## config.mk

```make
export PLATFORM = sky130hd
export DESIGN_NAME = kmon_top
export DESIGN_NICKNAME = d
export VERILOG_FILES = /design/src/kmon_pkg.sv /design/src/kmon_top.sv /design/src/kmon_match.sv /design/src/kmon_lvtrip.sv
export SDC_FILE = /design/constraint.sdc
export NUM_CORES = 1
export LEC_CHECK = 0
export ABC_AREA = 1
export BUFFER_PORTS_ARGS = -buffer_cell sky130_fd_sc_hd__buf_4
export CAP_MARGIN = 10
export CORE_MARGIN = 4
export CORE_UTILIZATION = 54
export CTS_CLUSTER_SIZE = 12
export DETAILED_ROUTE_END_ITERATION = 12
export PLACE_DENSITY = 0.82
export SYNTH_ARGS = -nofsm -noshare
export SYNTH_HDL_FRONTEND = slang
export SYNTH_HIERARCHICAL = 1
export SYNTH_SLANG_ARGS = --single-unit
```

## constraint.sdc

```tcl
create_clock -name clk_i -period 6.3 [get_ports clk_i]
set_clock_uncertainty 0.1 [all_clocks]
set_input_delay 0.315 -clock clk_i [delete_from_list [all_inputs] [get_ports clk_i]]
set_output_delay 0.315 -clock clk_i [all_outputs]
set_load 0.01 [all_outputs]
```

## src/kmon_pkg.sv

```systemverilog
// Package of constants for the motor fault shutdown monitor
`default_nettype none
package kmon_pkg;
  // Word and bus widths
  localparam int SW_W = 16;
  localparam int VOLT_W = 8;
  localparam int ADR_W = 8;
  // Register byte offsets
  localparam logic [7:0] OFS_CTRL = 8'h00;
  localparam logic [7:0] OFS_CMD = 8'h04;
  localparam logic [7:0] OFS_PARAM0 = 8'h08;
  localparam logic [7:0] OFS_STATE = 8'h20;
  localparam logic [7:0] OFS_IRQ_STAT = 8'h24;
  localparam logic [7:0] OFS_IRQ_MASK = 8'h28;
  localparam logic [7:0] OFS_COND0 = 8'h30;
  localparam logic [7:0] OFS_RECOV = 8'h48;
  localparam logic [7:0] OFS_LV_DRV = 8'h4C;
  localparam logic [7:0] OFS_LV_PROC = 8'h50;
  localparam int N_PARAM = 6;
  // Control register fields
  localparam int CTRL_DRV_ON = 0;
  localparam int CTRL_PLR_CFG = 1;
  localparam int CTRL_LV_CLR = 2;
  // Interrupt status fields
  localparam int IRQ_W = 4;
  localparam int IRQ_KILL = 0;
  localparam int IRQ_OVER_V = 1;
  localparam int IRQ_LOW_V = 2;
  localparam int IRQ_CMD_ERR = 3;
  // Command opcodes
  localparam logic [7:0] OPC_KILL_COND = 8'hA7;
  localparam logic [7:0] OPC_KILL_EXT = 8'hDC;
  localparam logic [7:0] OPC_KILL_RECOV = 8'hB5;
  localparam logic [7:0] OPC_KEEP_DRV = 8'hB6;
  localparam logic [7:0] OPC_DROP_DRV = 8'hB7;
  localparam logic [7:0] OPC_PROC_LV = 8'h83;
  localparam logic [7:0] OPC_DRV_LV = 8'hD4;
  // Primary status word bit positions
  localparam int PSW_IO1_BIT = 4;
  localparam int PSW_OVERTEMP_BIT = 7;
  localparam int PSW_MOVERR_BIT = 8;
  localparam int PSW_LOW_V_BIT = 14;
  // Reset values, init recovery selector and address, threshold range limits
  localparam logic [15:0] RST_EN0 = 16'h0080;
  localparam logic [15:0] RST_ST0 = 16'h0000;
  localparam logic [15:0] RST_RECOV = 16'h0000;
  localparam logic [15:0] RECOV_INIT = 16'hFFFF;
  localparam logic [15:0] RECOV_INIT_ADR = 16'h0000;
  localparam logic [7:0] RST_LV_DRV = 8'h0A;
  localparam logic [7:0] RST_LV_PROC = 8'h00;
  localparam logic [7:0] LV_MIN = 8'h0A;
  localparam logic [7:0] LV_MAX = 8'h30;
  // Shutdown sequencer states
  typedef enum logic [2:0] {
    KMON_RUN  = 3'b001,
    KMON_KILL = 3'b010,
    KMON_HALT = 3'b100
  } kmon_state_e;
endpackage : kmon_pkg
`default_nettype wire

```

## src/kmon_top.sv

```systemverilog
// Motor fault shutdown monitor with Wishbone register file
//
// Operation
// - Only status bits whose enable bit is one are evaluated.
// - Enabled bits compare against their condition-state level.
// - Any single matching enabled condition starts a shutdown.
// - Three enable/state pairs: primary, secondary, extended I/O words.
// - Over-voltage with driver on always disables the driver.
// - Motor windings shorted while over-voltage persists.
// - Primary word bit 4 I/O1, bit 7 over-temp low-true, bit 8.
// - Opcode 167 loads primary enable and state; ack without data.
// - Recovery zero aborts motion, goes idle, disables driver.
// - Recovery minus one runs the program at address zero.
// - Other recovery values run the program at that address.
// - Processor supply checked against its own low-voltage threshold.
// - Low supply sets status bit 14 and starts power-low recovery.
// - Any low-voltage trip zeroes both thresholds.
// - Processor threshold zero or 10 to 48 volts, default zero.
// - Driver threshold zero or 10 to 48 volts, default ten.
// - Keep-driver option plus multitasking keeps driver on at kill.
`timescale 1ns/10ps
`default_nettype none
module kmon_top #(
  parameter int SW_W   = kmon_pkg::SW_W,
  parameter int VOLT_W = kmon_pkg::VOLT_W
) (
  // Clock and reset
  input  wire logic              clk_i,
  input  wire logic              rst_n_i,
  // Wishbone slave
  input  wire logic              wb_cyc_i,
  input  wire logic              wb_stb_i,
  input  wire logic              wb_we_i,
  input  wire logic [7:0]        wb_adr_i,
  input  wire logic [3:0]        wb_sel_i,
  input  wire logic [31:0]       wb_dat_i,
  output logic      [31:0]       wb_dat_o,
  output logic                   wb_ack_o,
  // Monitored words and supplies
  input  wire logic [SW_W-1:0]   primary_status_word_i,
  input  wire logic [SW_W-1:0]   secondary_status_word_i,
  input  wire logic [SW_W-1:0]   extended_io_word_i,
  input  wire logic              over_voltage_i,
  input  wire logic              multitask_i,
  input  wire logic [VOLT_W-1:0] driver_volts_i,
  input  wire logic [VOLT_W-1:0] proc_volts_i,
  // Shutdown actions
  output logic                   driver_en_o,
  output logic                   short_windings_o,
  output logic                   abort_motion_o,
  output logic                   recovery_start_o,
  output logic      [15:0]       recovery_addr_o,
  output logic                   power_low_start_o,
  output logic                   low_volt_status_o,
  output logic                   irq_o
);
  if (SW_W != 16 || VOLT_W < 6 || VOLT_W > 16) begin : g_bad_cfg
    $error("kmon_top: SW_W must be 16 and VOLT_W 6 to 16");
  end

  // Register state
  logic [SW_W-1:0]   cond_en  [3];
  logic [SW_W-1:0]   cond_st  [3];
  logic [15:0]       param    [kmon_pkg::N_PARAM];
  logic [15:0]       recov_sel;
  logic [VOLT_W-1:0] lv_drv;
  logic [VOLT_W-1:0] lv_proc;
  logic              keep_drv;
  logic              plr_cfg;
  logic [7:0]        last_opc;
  logic [kmon_pkg::IRQ_W-1:0] irq_stat;
  logic [kmon_pkg::IRQ_W-1:0] irq_mask;
  logic              kill_hit;
  kmon_pkg::kmon_state_e state;

  // Bus decode
  logic        wr_en;
  logic        rd_en;
  logic [15:0] wdat;
  logic [5:0]  widx;
  assign wr_en = wb_cyc_i & wb_stb_i & wb_we_i & ~wb_ack_o;
  assign rd_en = wb_cyc_i & wb_stb_i & ~wb_we_i & ~wb_ack_o;
  assign wdat = {wb_sel_i[1] ? wb_dat_i[15:8] : 8'h00,
                 wb_sel_i[0] ? wb_dat_i[7:0] : 8'h00};
  assign widx = wb_adr_i[7:2];

  logic wr_ctrl;
  logic wr_cmd;
  logic [7:0] opc;
  assign wr_ctrl = wr_en && (wb_adr_i == kmon_pkg::OFS_CTRL);
  assign wr_cmd = wr_en && (wb_adr_i == kmon_pkg::OFS_CMD);
  assign opc = wdat[7:0];

  // Range check for threshold parameters
  logic lv_ok;
  assign lv_ok = (param[0] == 16'h0000)
    || (param[0] >= 16'(kmon_pkg::LV_MIN)
        && param[0] <= 16'(kmon_pkg::LV_MAX));
  logic opc_known;
  assign opc_known = (opc == kmon_pkg::OPC_KILL_COND)
    || (opc == kmon_pkg::OPC_KILL_EXT) || (opc == kmon_pkg::OPC_KILL_RECOV)
    || (opc == kmon_pkg::OPC_KEEP_DRV) || (opc == kmon_pkg::OPC_DROP_DRV)
    || (opc == kmon_pkg::OPC_PROC_LV) || (opc == kmon_pkg::OPC_DRV_LV);
  logic cmd_err;
  assign cmd_err = wr_cmd && (!opc_known
    || ((opc == kmon_pkg::OPC_PROC_LV || opc == kmon_pkg::OPC_DRV_LV)
        && !lv_ok));

  // Condition matching per word
  logic [SW_W-1:0] mon_word [3];
  logic [2:0]      word_hit;
  always_comb begin
    mon_word[0] = primary_status_word_i;
    mon_word[0][kmon_pkg::PSW_LOW_V_BIT] = low_volt_status_o;
    mon_word[1] = secondary_status_word_i;
    mon_word[2] = extended_io_word_i;
  end

  for (genvar w = 0; w < 3; w++) begin : g_word
    kmon_match #(.W(SW_W)) u_match (
      .word_i   (mon_word[w]),
      .enable_i (cond_en[w]),
      .state_i  (cond_st[w]),
      .hit_o    (word_hit[w])
    );
  end

  // Registered trigger
  always_ff @(posedge clk_i) begin
    if (!rst_n_i) begin
      kill_hit <= 1'b0;
    end else begin
      kill_hit <= |word_hit;
    end
  end

  // Parameter staging registers
  always_ff @(posedge clk_i) begin
    if (!rst_n_i) begin
      for (int i = 0; i < kmon_pkg::N_PARAM; i++) begin
        param[i] <= 16'h0000;
      end
    end else if (wr_en && widx >= kmon_pkg::OFS_PARAM0[7:2]
                 && widx < kmon_pkg::OFS_PARAM0[7:2] + 6'(kmon_pkg::N_PARAM))
    begin
      param[3'(widx - kmon_pkg::OFS_PARAM0[7:2])] <= wdat;
    end
  end

  // Kill condition pairs
  always_ff @(posedge clk_i) begin
    if (!rst_n_i) begin
      cond_en[0] <= kmon_pkg::RST_EN0;
      cond_st[0] <= kmon_pkg::RST_ST0;
      for (int i = 1; i < 3; i++) begin
        cond_en[i] <= 16'h0000;
        cond_st[i] <= 16'h0000;
      end
    end else if (wr_cmd && opc == kmon_pkg::OPC_KILL_COND) begin
      cond_en[0] <= param[0];
      cond_st[0] <= param[1];
    end else if (wr_cmd && opc == kmon_pkg::OPC_KILL_EXT) begin
      for (int i = 0; i < 3; i++) begin
        cond_en[i] <= param[2*i];
        cond_st[i] <= param[2*i+1];
      end
    end
  end

  // Recovery selection, driver options, last opcode
  always_ff @(posedge clk_i) begin
    if (!rst_n_i) begin
      recov_sel <= kmon_pkg::RST_RECOV;
      keep_drv <= 1'b0;
      plr_cfg <= 1'b0;
      last_opc <= 8'h00;
    end else begin
      if (wr_cmd && !cmd_err) begin
        last_opc <= opc;
      end
      if (wr_cmd && opc == kmon_pkg::OPC_KILL_RECOV) begin
        recov_sel <= param[0];
      end
      if (wr_cmd && opc == kmon_pkg::OPC_KEEP_DRV) begin
        keep_drv <= 1'b1;
      end else if (wr_cmd && opc == kmon_pkg::OPC_DROP_DRV) begin
        keep_drv <= 1'b0;
      end
      if (wr_ctrl) begin
        plr_cfg <= wdat[kmon_pkg::CTRL_PLR_CFG];
      end
    end
  end

  // Low-voltage monitoring
  logic drv_trip;
  logic proc_trip;
  logic lv_trip;
  kmon_lvtrip #(.VW(VOLT_W)) u_lv_drv (
    .volts_i  (driver_volts_i),
    .thresh_i (lv_drv),
    .trip_o   (drv_trip)
  );
  kmon_lvtrip #(.VW(VOLT_W)) u_lv_proc (
    .volts_i  (proc_volts_i),
    .thresh_i (lv_proc),
    .trip_o   (proc_trip)
  );
  assign lv_trip = drv_trip | proc_trip;

  always_ff @(posedge clk_i) begin
    if (!rst_n_i) begin
      lv_drv <= kmon_pkg::RST_LV_DRV;
      lv_proc <= kmon_pkg::RST_LV_PROC;
    end else if (lv_trip) begin
      lv_drv <= '0;
      lv_proc <= '0;
    end else if (wr_cmd && !cmd_err) begin
      if (opc == kmon_pkg::OPC_DRV_LV) begin
        lv_drv <= param[0][VOLT_W-1:0];
      end
      if (opc == kmon_pkg::OPC_PROC_LV) begin
        lv_proc <= param[0][VOLT_W-1:0];
      end
    end
  end

  always_ff @(posedge clk_i) begin
    if (!rst_n_i) begin
      low_volt_status_o <= 1'b0;
      power_low_start_o <= 1'b0;
    end else begin
      power_low_start_o <= lv_trip & plr_cfg;
      if (lv_trip) begin
        low_volt_status_o <= 1'b1;
      end else if (wr_ctrl && wdat[kmon_pkg::CTRL_LV_CLR]) begin
        low_volt_status_o <= 1'b0;
      end
    end
  end

  // Shutdown sequencer
  always_ff @(posedge clk_i) begin
    if (!rst_n_i) begin
      state <= kmon_pkg::KMON_RUN;
    end else begin
      case (state)
        kmon_pkg::KMON_RUN: begin
          if (kill_hit) state <= kmon_pkg::KMON_KILL;
        end
        kmon_pkg::KMON_KILL: begin
          state <= kmon_pkg::KMON_HALT;
        end
        kmon_pkg::KMON_HALT: begin
          if (!kill_hit) state <= kmon_pkg::KMON_RUN;
        end
        default: state <= kmon_pkg::KMON_RUN;
      endcase
    end
  end

  logic in_kill;
  assign in_kill = (state == kmon_pkg::KMON_KILL);

  always_ff @(posedge clk_i) begin
    if (!rst_n_i) begin
      abort_motion_o <= 1'b0;
      recovery_start_o <= 1'b0;
      recovery_addr_o <= 16'h0000;
    end else begin
      abort_motion_o <= in_kill;
      recovery_start_o <= in_kill && (recov_sel != 16'h0000);
      if (in_kill && recov_sel == kmon_pkg::RECOV_INIT) begin
        recovery_addr_o <= kmon_pkg::RECOV_INIT_ADR;
      end else if (in_kill && recov_sel != 16'h0000) begin
        recovery_addr_o <= recov_sel;
      end
    end
  end

  // Motor driver enable and winding short
  always_ff @(posedge clk_i) begin
    if (!rst_n_i) begin
      driver_en_o <= 1'b0;
    end else if (over_voltage_i && driver_en_o) begin
      driver_en_o <= 1'b0;
    end else if (in_kill && !(keep_drv && multitask_i)) begin
      driver_en_o <= 1'b0;
    end else if (wr_ctrl && wdat[kmon_pkg::CTRL_DRV_ON]) begin
      driver_en_o <= 1'b1;
    end
  end

  always_ff @(posedge clk_i) begin
    if (!rst_n_i) begin
      short_windings_o <= 1'b0;
    end else begin
      short_windings_o <= over_voltage_i
        && (driver_en_o || short_windings_o);
    end
  end

  // Interrupt status, mask and output
  logic [kmon_pkg::IRQ_W-1:0] irq_set;
  always_comb begin
    irq_set = '0;
    irq_set[kmon_pkg::IRQ_KILL] = in_kill;
    irq_set[kmon_pkg::IRQ_OVER_V] = over_voltage_i & driver_en_o;
    irq_set[kmon_pkg::IRQ_LOW_V] = lv_trip;
    irq_set[kmon_pkg::IRQ_CMD_ERR] = cmd_err;
  end

  always_ff @(posedge clk_i) begin
    if (!rst_n_i) begin
      irq_stat <= '0;
      irq_mask <= '0;
      irq_o <= 1'b0;
    end else begin
      if (wr_en && wb_adr_i == kmon_pkg::OFS_IRQ_STAT) begin
        irq_stat <= (irq_stat & ~wdat[kmon_pkg::IRQ_W-1:0]) | irq_set;
      end else begin
        irq_stat <= irq_stat | irq_set;
      end
      if (wr_en && wb_adr_i == kmon_pkg::OFS_IRQ_MASK) begin
        irq_mask <= wdat[kmon_pkg::IRQ_W-1:0];
      end
      irq_o <= |(irq_stat & irq_mask);
    end
  end

  // Read mux and acknowledge
  logic [31:0] rdat;
  always_comb begin
    rdat = 32'h0000_0000;
    case (wb_adr_i)
      kmon_pkg::OFS_CTRL:     rdat = {30'h0, plr_cfg, driver_en_o};
      kmon_pkg::OFS_CMD:      rdat = {24'h0, last_opc};
      kmon_pkg::OFS_STATE:    rdat = {24'h0, short_windings_o,
                                      low_volt_status_o, keep_drv, kill_hit,
                                      1'b0, state};
      kmon_pkg::OFS_IRQ_STAT: rdat = {28'h0, irq_stat};
      kmon_pkg::OFS_IRQ_MASK: rdat = {28'h0, irq_mask};
      kmon_pkg::OFS_RECOV:    rdat = {16'h0, recov_sel};
      kmon_pkg::OFS_LV_DRV:   rdat = {24'h0, 8'(lv_drv)};
      kmon_pkg::OFS_LV_PROC:  rdat = {24'h0, 8'(lv_proc)};
      default: begin
        if (widx >= kmon_pkg::OFS_COND0[7:2]
            && widx < kmon_pkg::OFS_COND0[7:2] + 6'd6) begin
          if (widx[0] == kmon_pkg::OFS_COND0[2]) begin
            rdat = {16'h0, cond_en[2'((widx - kmon_pkg::OFS_COND0[7:2]) >> 1)]};
          end else begin
            rdat = {16'h0, cond_st[2'((widx - kmon_pkg::OFS_COND0[7:2]) >> 1)]};
          end
        end else if (widx >= kmon_pkg::OFS_PARAM0[7:2]
                     && widx < kmon_pkg::OFS_PARAM0[7:2] + 6'd6) begin
          rdat = {16'h0, param[3'(widx - kmon_pkg::OFS_PARAM0[7:2])]};
        end
      end
    endcase
  end

  always_ff @(posedge clk_i) begin
    if (!rst_n_i) begin
      wb_ack_o <= 1'b0;
      wb_dat_o <= 32'h0000_0000;
    end else begin
      wb_ack_o <= wb_cyc_i & wb_stb_i & ~wb_ack_o;
      if (rd_en) begin
        wb_dat_o <= rdat;
      end
    end
  end
endmodule : kmon_top
`default_nettype wire

```

## src/kmon_match.sv

```systemverilog
// Kill condition match over one status word
`timescale 1ns/10ps
`default_nettype none
module kmon_match #(
  parameter int W = 16
) (
  // Word, enable mask and condition state
  input  wire logic [W-1:0] word_i,
  input  wire logic [W-1:0] enable_i,
  input  wire logic [W-1:0] state_i,
  // Any enabled bit at its condition level
  output logic              hit_o
);
  logic [W-1:0] bit_hit;

  if (W < 1) begin : g_bad_w
    $error("kmon_match: W must be positive");
  end

  for (genvar b = 0; b < W; b++) begin : g_bit
    assign bit_hit[b] = enable_i[b] & ~(word_i[b] ^ state_i[b]);
  end

  assign hit_o = |bit_hit;
endmodule : kmon_match
`default_nettype wire

```

## src/kmon_lvtrip.sv

```systemverilog
// Low-voltage comparison for one supply
`timescale 1ns/10ps
`default_nettype none
module kmon_lvtrip #(
  parameter int VW = 8
) (
  // Measured supply and trip threshold in whole volts
  input  wire logic [VW-1:0] volts_i,
  input  wire logic [VW-1:0] thresh_i,
  // Supply below a nonzero threshold
  output logic               trip_o
);
  if (VW < 6) begin : g_bad_vw
    $error("kmon_lvtrip: VW too narrow for 48 V");
  end

  assign trip_o = (thresh_i != '0) && (volts_i < thresh_i);
endmodule : kmon_lvtrip
`default_nettype wire

```

# Word-level counts from Yosys, hierarchy flattened
# Memories as Yosys holds them, arrays and structs flattened.
# Index checks and enable logic that the tools add are counted.
dict set report word_totals {
  ff_bits 110
  latch_bits 0
  ramBits 192
  romBits 0
  inputBits 115
  out_inout_bits 56
  wordCells 322
  memories 3
}
dict set report classes {
  n_addsub 2
  mul 0
  n_div 0
  n_lt_le_gt_ge 8
  eq_ne 20
  shifts 0
  muxes 39
  n_bitwise 169
  n_reduce_logical 60
}
# memory words width read_ports rd_ports_with_merged_regs wr line
set memory_table {}
lappend memory_table {param 6 16 7 0 6 kmon_top.sv:64} ;# logic [15:0] param [kmon_pkg::N_PARAM];
lappend memory_table {cond_en 3 16 4 0 3 kmon_top.sv:62} ;# logic [SW_W-1:0] cond_en [3];
lappend memory_table {cond_st 3 16 4 0 3 kmon_top.sv:63} ;# logic [SW_W-1:0] cond_st [3];
# op n
set ops {}
lappend ops {{case mux 32 bit (8 select lines)} 1}
lappend ops {{2-to-1 mux 16 bit} 11}
lappend ops {{AND 1 bit} 56}
lappend ops {{== test 8 bit, second input constant} 7}
lappend ops {{NOT 1 bit} 51}
lappend ops {{OR reduction 48 bit} 1}
lappend ops {{bitwise XOR 1 bit} 48}
lappend ops {{2-to-1 mux 32 bit} 1}
lappend ops {{logical AND 1 bit} 27}
lappend ops {{== test 8 x 6 -> 1 bit, second input constant} 3}
lappend ops {{== test 8 x 7 -> 1 bit, second input constant} 3}
lappend ops {{== test 16 bit, second input constant} 1}
lappend ops {{greater-or-equal comparator 16 x 4 -> 1 bit, second input constant} 1}
lappend ops {{less-or-equal comparator 16 x 6 -> 1 bit, second input constant} 1}
lappend ops {{logical NOT 16 bit} 1}
lappend ops {{less-than comparator 8 bit} 2}
lappend ops {{2-to-1 mux 1 bit} 16}
lappend ops {{2-to-1 mux 4 bit} 4}
lappend ops {{2-to-1 mux 8 bit} 2}
lappend ops {{nonzero test 16 bit} 1}
lappend ops {{nonzero test 8 bit} 2}
lappend ops {{OR reduction 16 bit} 1}
lappend ops {{logical OR 1 bit} 10}
lappend ops {{2-to-1 mux 3 bit} 3}
lappend ops {{23 further kinds} 44}

# Longest topological paths before layout
# Gate-level depths: netlist of the first run.
dict set report depth {
  word_depth 15
  depth_mapped 14
  depth_no_buf 13
}

# By module
# The synthesis of the first run kept the hierarchy.
# module instances cells_per_inst area_each_um2 seq_area_each_um2
set by_module_without_submodules {}
lappend by_module_without_submodules {kmon_top 1 1717 14749.1 8608.3}
lappend by_module_without_submodules {kmon_match 3 99 404.1 0.0}
lappend by_module_without_submodules {kmon_lvtrip 2 39 221.5 0.0}

# Worst setup path before layout of the first run
# Ideal clock, no wire load.
dict set report synth_timing {
  path_type {input to register}
  startpoint {input port wb_adr_i[2]}
  endpoint {memory cond_en[1][0], enable pin}
  setup_ns 0.574
  arrival_time_ns 5.524
  required_time_ns 5.626
  path_slack_ns 0.101
  cell_stages 7
  path_buffers 1
  path_cell_list {buf_6 -> nand2_2 -> nor2_4 -> nand2_4 -> nor2_8 -> inv_2 -> o21ai_0}
}
# item line
set synth_lines {}
lappend synth_lines {{start: declaration} kmon_top.sv:34} ;# input wire logic [7:0] wb_adr_i,
lappend synth_lines {{end: declaration} kmon_top.sv:62}

==> implementation parameters, run 1 <==
Parameter                              Value

Floorplan
  Overall die area ... approximately 33000 um^2
  Die span in y ... ~180 um
  I/O pin total ... between 150 and 200
  Floorplan core area ... around 30000 um^2
  Effective utilization at floorplan ... 0.551
  Die boundary width ... around 180 um
  Site Rows ... 63

Clock tree
  TritonCTS buffer count ... 34
  Clock insertion delay at the later pin of the skew report ... ~0.52 ns
  Post-CTS sizing ... 0
  CTS root buffer ... clkbuf_16
  TritonCTS sink count ... between 300 and 400
  H-Tree Level Count ... 2
  Clock input transition at the sequential cells of the worst setup and hold paths ... about 0.06 ns
  Clock buffer depth ... 3
  CTS tree ... yes

GRT
  Total global routing track utilization ... 0.300
  Initial antenna violation count ... 2
  Via count of the first global-routing pass ... 13829
  Maximum number of pins on one net before global-route repair ... just over 80
  Routing layer with the top usage in global route ... met2
  Met3 capacity usage during global routing ... 0.0478
  Met1 Usage GRT ... 0.398
  First-pass GRT wire length ... 76900 um
  Gr ovfl total ... 0
  Met2 Use GR ... 0.476

Synth
  Count of different cell masters after synthesis ... 38
  Synthesis warning total ... 6
  Post-synth EDFFs ... 224
  Main area contributors after synthesis ... edfxtp_1 (41%), nand2_1 (13%), dfxtp_1 (11%)
  Post-synth top flop ... edfxtp_1
  Post-synthesis cell type with the largest combined area ... edfxtp_1
  Post-synthesis sequential element count ... roughly 320
  Fraction of synthesized cell area taken by the top area cell type ... 0.410
  Mapped Area ... ~16000 um^2
  Share of synthesized area occupied by flip-flops and latches ... 0.525
  Average cell area after synthesis ... around 7.8 um^2
  Synthesized netlist cell count ... between 2000 and 2500
  Async SR Flop Fraction ... 0

STA
  RSZ-0062 raised after global routing ... no
  Peak Freq ... around 0.26 GHz
  Period utilisation layout ... 0.600
  Number of slew-limit violations in the final report ... 0
  Slew Limit Headroom ... 0.216
  Setup-violating endpoint count in the final report ... 0
  Worst Max-Slew Pin Slew ... 1.17 ns
  Final hold violations ... 0
  Accumulated negative setup slack ... 0 ns
  Min Tclk post-route ... approximately 3.8 ns

Finish
  Number of diodes ... 0
  P&R area growth vs syn ... 13.6%
  Most frequent cells in the layout ... nand2_1 (556), nor2_1 (320), inv_1 (314), edfxtp_1 (224), nand3_1 (184)
  Final design area excluding fillers ... 18600 um^2
  Leading cell type in the layout, fill and taps excluded ... nand2_1
  Proportion of layout cells with a drive suffix above 1 ... 0.119
  Final net count ... ~2300

Worst setup path
  Element type at the critical path end ... flop
  Arrival time at the worst endpoint ... 3.71 ns
  End of the worst register-to-register path ... param[3][11]
  Critical path fanouts, max ... 30
  Type of element launching the critical path ... primary input
  FF-to-FF setup slack ... roughly 2.6 ns
  Reg-to-Reg Start ... wb_ack_o
  CP required ... approximately 6.2 ns
  R2R depth ... 7
  Critical Setup Path Class ... primary input to flop

Route
  Vias ... around 15000
  Detail-routed net length per standard cell ... slightly below 20 um
  Count of unresolved DRC violations after routing ... 0
  Detailed Routing Iterations Pass 1 ... 9
  Initial DRC Count ... ~1800
  Antenna Nets Post-Route ... 0
  Total length of routed wires ... about 51000 um
  Average vias per placed instance ... between 5 and 6

Power and ir drop
  PD cells ... approximately 250 nW/um^2
  Static leakage ... approximately 0.0082 uW
  Max rail drop VDD ... roughly 0.18 mV

Placed design
  Gpl congestion ... about 0.98
  Half-perimeter wire length of the detailed placement result ... 36500 um
  Standard cell area after detailed placement ... about 18000 um^2
  Quantity of I/O buffers inserted on ports ... ~140

Min path
  Hold endpoint ... keep_drv
  Type of the tightest min-delay check ... primary input to flop
  Start point of the worst min-delay path ... wb_dat_i[0]
  Cell depth of the worst min-delay path ... 4

Run
  Maximum capacitance violations ... 0

Run status
  Result of the run ... finished, final reports clean
[through the flow]
step	cells	util	setup WS [ns]	hold slack, ns	power [uW]
floorplan	2107	-	0.101	0.331	2580
detailed placement	2556	0.591	2.22	0.359	2750
finish	2615	0.625	2.52	0.00853	4570
CTS	2615	0.625	2.69	0.0000255	4560
global placement	2556	0.591	2.24	0.348	2740
global route	2615	0.625	2.47	0.0307	4700
[final cells by class]
cell class | count | area, um^2
repair buffers | 149 | 1120
fillers | 2510 | 11200
flip-flops and latches | 318 | 8610
inverters | 327 | 1230
multi-input cells | 1373 | 6180
clock buffers | 50 | 973
well taps | 390 | 488
clock inverters | 8 | 37.5
[cells in the mapped netlist (all sizes together) (15+ instances only)]
master,n
a21oi,90
buf,45
clkbuf,44
dfxtp,94
edfxtp,224
ha,15
inv,324
nand2,559
nand3,192
nand4,22
nor2,369
o21ai,71
o22ai,17
[kinds of logic after synthesis]
kind of cell               Yosys count  share of synthesized area
AOI/OAI and AO/OA                  187                     0.0605
and+or+nand+nor                   1155                      0.299
DFF                                318                      0.525
other                                1                   0.000229
buffers and inverters              416                      0.104
adders and majority gates           15                     0.0114
[power by group]
group	switching [uW]	internal (uW)
combinational	276	123
sequential	40.4	2280
clock	784	1070
total	1100	3470
[sequential cells by signal (all words and copies together) (netlist names)]
name               cells
recovery_start_o       1
cond_en               48
kill_hit               1
state                  3
lv_proc                8
irq_mask               4
irq_stat               4
keep_drv               1
irq_o                  1
wb_ack_o               1
power_low_start_o      1
recov_sel             16
lv_drv                 8
low_volt_status_o      1
short_windings_o       1
plr_cfg                1
recovery_addr_o       16
cond_st               48
last_opc               8
driver_en_o            1
param                128
abort_motion_o         1
wb_dat_o              16
[layer usage]
layer	up-vias	part of all wire
met4	2	0.059
met1	6667	0.38
met5	-	0.00031
li1	6831	-
met2	898	0.45
met3	164	0.11
[repair_timing]
action / 4_1_cts / 5_1_grt
hold buffers: 1 / 0
setup endpoints to repair: 0 / 0
buffers inserted: 0 / 0
endpoints found under the hold margin: 2 / 0
[worst max-delay path, stage by stage]
cell      delay [ns]
buf_4           0.42
clkinv_1        0.13
buf_4           0.26
ha_1            0.22
nand2_1         0.07
nand3_1         0.07
nand2_1         0.10
nor2_1          0.07
nand2_1         0.42
nor2_2          0.15
nand2_1         0.66
nand2_1         0.78
[worst max path at each step]
stage,endpoint,from,cells after the start,slack (ns)
2_1_floorplan,cond_en[1][0],wb_adr_i[2],7,0.10
3_3_place_gp,param[3][10],wb_adr_i[4],12,2.24
3_5_place_dp,param[3][11],wb_adr_i[4],12,2.22
4_1_cts,param[3][11],wb_ack_o,7,2.69
5_1_grt,param[3][11],wb_adr_i[4],12,2.47
6_report,param[3][11],wb_adr_i[4],12,2.52
Power figures use the tool's default switching activity.
==> inputs of run 2 (changes only) <==
--- a/config.mk
+++ b/config.mk
@@ -5,14 +5,14 @@
 export SDC_FILE = /design/constraint.sdc
 export NUM_CORES = 1
 export LEC_CHECK = 0
-export ABC_AREA = 1
+export ABC_AREA = 0
 export BUFFER_PORTS_ARGS = -buffer_cell sky130_fd_sc_hd__buf_4
 export CAP_MARGIN = 10
 export CORE_MARGIN = 4
-export CORE_UTILIZATION = 54
+export CORE_UTILIZATION = 53
 export CTS_CLUSTER_SIZE = 12
 export DETAILED_ROUTE_END_ITERATION = 12
-export PLACE_DENSITY = 0.82
+export PLACE_DENSITY = 0.81
 export SYNTH_ARGS = -nofsm -noshare
 export SYNTH_HDL_FRONTEND = slang
 export SYNTH_HIERARCHICAL = 1
==> constraint.sdc (replaced) <==
create_clock -name clk_i -period 3.4 [get_ports clk_i]
set_clock_uncertainty 0.1 [all_clocks]
set_input_delay 0.17 -clock clk_i [delete_from_list [all_inputs] [get_ports clk_i]]
set_output_delay 0.17 -clock clk_i [all_outputs]
set_load 0.01 [all_outputs]
==> implementation parameters, run 2 <==
Parameter                              Value

Floorplan
  Die boundary width ... 178 um (was 182 um)
  Floorplan core area ... 28700 um^2 (was 29800 um^2)
  I/O pin total ... 171 (unchanged)
  Overall die area ... 31900 um^2 (was 33200 um^2)
  Site Rows ... 62 (was 63)
  Effective utilization at floorplan ... 0.537 (was 0.551)
  Die span in y ... 178 um (was 182 um)

Finish
  Register area ... 8610 um^2 (unchanged)
  Count of fill cells added during filler insertion ... 2121 (was 2510)
  Register with the most flip-flops ... param (unchanged)
  Multi-input gate area in the final layout ... 6300 um^2 (was 6180 um^2)
  Flip-flop count of the largest register after layout ... 128 (unchanged)
  Post-route core utilization ... 0.625 (about the same)
  Most frequent cells in the layout ... edfxtp_1 (224), buf_4 (162), nor2_1 (161), and2_1 (101), dfxtp_1 (94) (was nand2_1 (556), nor2_1 (320), inv_1 (314), edfxtp_1 (224), nand3_1 (184))
  P&R area growth vs syn ... 16.4% (was 13.6%)
  Registers with the most flip-flops ... param x128, cond_en x48, cond_st x48 (unchanged)
  Leading cell type in the layout, fill and taps excluded ... edfxtp_1 (was nand2_1)
  Final design area excluding fillers ... 17900 um^2 (was 18600 um^2)
  Proportion of layout cells with a drive suffix above 1 ... 0.209 (was 0.119)
  Final net count ... 1537 (was 2333)

Placed design
  Quantity of I/O buffers inserted on ports ... 135 (unchanged)
  Half-perimeter wire length of the detailed placement result ... 30100 um (was 36500 um)
  Standard cell area after detailed placement ... 16800 um^2 (was 17600 um^2)
  Gpl congestion ... 0.955 (was 0.980)
  Setup slack at placement ... 0.673 ns (was 2.22 ns)

Clock tree
  H-Tree Level Count ... 2 (unchanged)
  CTS tree ... yes (unchanged)
  Quantity of hold-fixing buffers added after cts ... 14 (was 1)
  # Post-CTS Setup Buffers ... 0 (unchanged)
  Clock buffer depth ... 3 (unchanged)
  CTS root buffer ... clkbuf_16 (unchanged)
  TritonCTS buffer count ... 34 (unchanged)
  Clock insertion delay at the later pin of the skew report ... 0.52 ns (about the same)
  Post-CTS sizing ... 0 (unchanged)
  Clock input transition at the sequential cells of the worst setup and hold paths ... 0.06 ns (about the same)
  TritonCTS sink count ... 318 (unchanged)

Synth
  Post-synth top flop ... edfxtp_1 (unchanged)
  Synthesis warning total ... 6 (unchanged)
  Post-synthesis cell type with the largest combined area ... edfxtp_1 (unchanged)
  Post-synthesis sequential element count ... 318 (unchanged)
  Mapped Area ... 15400 um^2 (was 16400 um^2)
  Post-synth EDFFs ... 224 (unchanged)
  Async SR Flop Fraction ... 0 (unchanged)
  Fraction of synthesized cell area taken by the top area cell type ... 0.437 (was 0.410)
  Average cell area after synthesis ... 12.2 um^2 (was 7.84 um^2)
  Share of synthesized area occupied by flip-flops and latches ... 0.559 (was 0.525)
  Synthesized netlist cell count ... 1260 (was 2092)
  Count leader, synth ... edfxtp_1 (was nand2_1)
  Top post-synthesis cells by count ... edfxtp_1 (224), nor2_1 (161), and2_1 (101) (was nand2_1 (556), nor2_1 (320), inv_1 (314))
  Count of different cell masters after synthesis ... 71 (was 38)
  Main area contributors after synthesis ... edfxtp_1 (44%), dfxtp_1 (12%), mux4_2 (7.0%) (was edfxtp_1 (41%), nand2_1 (13%), dfxtp_1 (11%))

Worst setup path
  FF-to-FF setup slack ... 0.73 ns (was 2.64 ns)
  Element type at the critical path end ... flop (unchanged)
  Reg-to-Reg Start ... wb_ack_o (unchanged)
  CP required ... 3.44 ns (was 6.23 ns)
  End of the worst register-to-register path ... param[2][3] (was param[3][11])
  Critical Setup Path Class ... flop to flop (was primary input to flop)
  Type of element launching the critical path ... flop (was primary input)
  Arrival time at the worst endpoint ... 2.70 ns (was 3.71 ns)
  R2R depth ... 5 (was 7)
  Critical path fanouts, max ... 16 (was 30)
  CP Launch Point ... wb_ack_o (was wb_adr_i[4])

Route
  Initial DRC Count ... 1669 (was 1843)
  Detailed Routing Iterations Pass 1 ... 6 (was 9)
  Total length of routed wires ... 42400 um (was 51200 um)
  Antenna Nets Post-Route ... 0 (unchanged)
  Vias ... 11107 (was 14562)
  Average vias per placed instance ... 6.15 (was 5.57)
  Detail-routed net length per standard cell ... 23.5 um (was 19.6 um)
  Count of unresolved DRC violations after routing ... 0 (unchanged)

STA
  Hold WS ... 0.0375 ns (was 0.00853 ns)
  Final hold violations ... 0 (unchanged)
  Min Tclk post-route ... between 2 and 3 ns
  RSZ-0062 raised after global routing ... no (unchanged)
  Setup-violating endpoint count in the final report ... 0 (unchanged)
  Number of slew-limit violations in the final report ... 0 (unchanged)
  Worst Max-Slew Pin Slew ... 0.825 ns (was 1.17 ns)
  Accumulated negative setup slack ... 0 ns (unchanged)
  Slew Limit Headroom ... 0.449 (was 0.216)
  Period utilisation layout ... 0.784
  Peak Freq ... ~0.38 GHz
  Slack of the critical path ... 0.734 ns (was 2.52 ns)

GRT
  Total global routing track utilization ... 0.264 (was 0.300)
  Initial antenna violation count ... 1 (was 2)
  Gr ovfl total ... 0 (unchanged)
  Maximum number of pins on one net before global-route repair ... 97 (was 82)
  First-pass GRT wire length ... 63500 um (was 76900 um)
  Via count of the first global-routing pass ... 10706 (was 13829)

Power and ir drop
  Max rail drop VDD ... 0.293 mV (was 0.181 mV)
  Fraction of power consumed by combinational cells ... 0.084 (was 0.087)
  Switching portion of total power ... 0.230 (was 0.241)
  Switching Power ... 1930 uW (was 1100 uW)
  Clk pwr share ... 0.402 (was 0.405)
  PD cells ... 468 nW/um^2 (was 245 nW/um^2)
  Static leakage ... 0.00666 uW (was 0.00823 uW)
  Int Power ... 6450 uW (was 3470 uW)
  Seq pwr share ... 0.513 (was 0.508)

Min path
  Cell depth of the worst min-delay path ... 3 (was 4)
  Hold endpoint ... wb_ack_o (was keep_drv)
  Start point of the worst min-delay path ... wb_cyc_i (was wb_dat_i[0])
  Type of the tightest min-delay check ... primary input to flop (unchanged)

Run status
  Result of the run ... finished, final reports clean (unchanged)

Run
  Maximum capacitance violations ... 0 (unchanged)
-- run 2: critical path, stage by stage, from the launching register on --
cell       delay, ns
dfxtp_1         0.32
and4b_1         0.54
o2111ai_2       0.29
nor2_1          0.27
nand2_1         0.13
nand2_1         0.63
-- run 2: logic make-up after synthesis --
logic type,share of synthesized area
and+or+nand+nor,0.164
DFF,0.559
AOI/OAI and AO/OA,0.0803
muxes,0.117
buffers and inverters,0.0374
xor gates and xnor gates,0.0305
adders and majority gates,0.0122
other,0.000243
-- run 2: metrics by stage --
stage | std cells | power, uW
finish | 1807 | 8380
detailed placement | 1741 | 5060
global route | 1805 | 8590
global placement | 1741 | 5040
floorplan | 1275 | 4780
CTS | 1805 | 8380
-- run 2: routing by layer --
metal | wire length [um] | GRT usage
met1 | 16500 | 0.373
met2 | 19400 | 0.409
met3 | 4900 | 0.0517
met4 | 1560 | 0.0950
met5 | 0 | 0
-- run 2: how the worst max path moves through the flow --
| stage | end | slack (ns) | depth (start not counted) |
|---|---|---|---|
| finish | param[2][3] | 0.73 | 5 |
| global route | param[2][10] | 0.55 | 5 |
| CTS | param[2][10] | 0.73 | 5 |
| detailed placement | wb_dat_o[11] | 0.67 | 7 |
| global placement | wb_dat_o[0] | 0.75 | 8 |
| floorplan | param[5][0] | 0.17 | 9 |
-- run 2: layout make-up --
class                           count  area share
Sequential cell                   318       0.480
Timing Repair Buffer              180      0.0801
Multi-Input combinational cell    842       0.351
Inverter                           31     0.00649
Tap cell                          384      0.0268
Clock inverter                      8     0.00349
Clock buffer                       42      0.0514
Antenna cell                        2    0.000279
-- run 2: power groups by stage --
stage          sequential (uW)  combinational, uW  clock, uW
3_3_place_gp              4370                670          0
2_1_floorplan             4350                435          0
6_report                  4300                707       3370
3_5_place_dp              4380                683          0
5_1_grt                   4310                750       3530
4_1_cts                   4300                700       3380
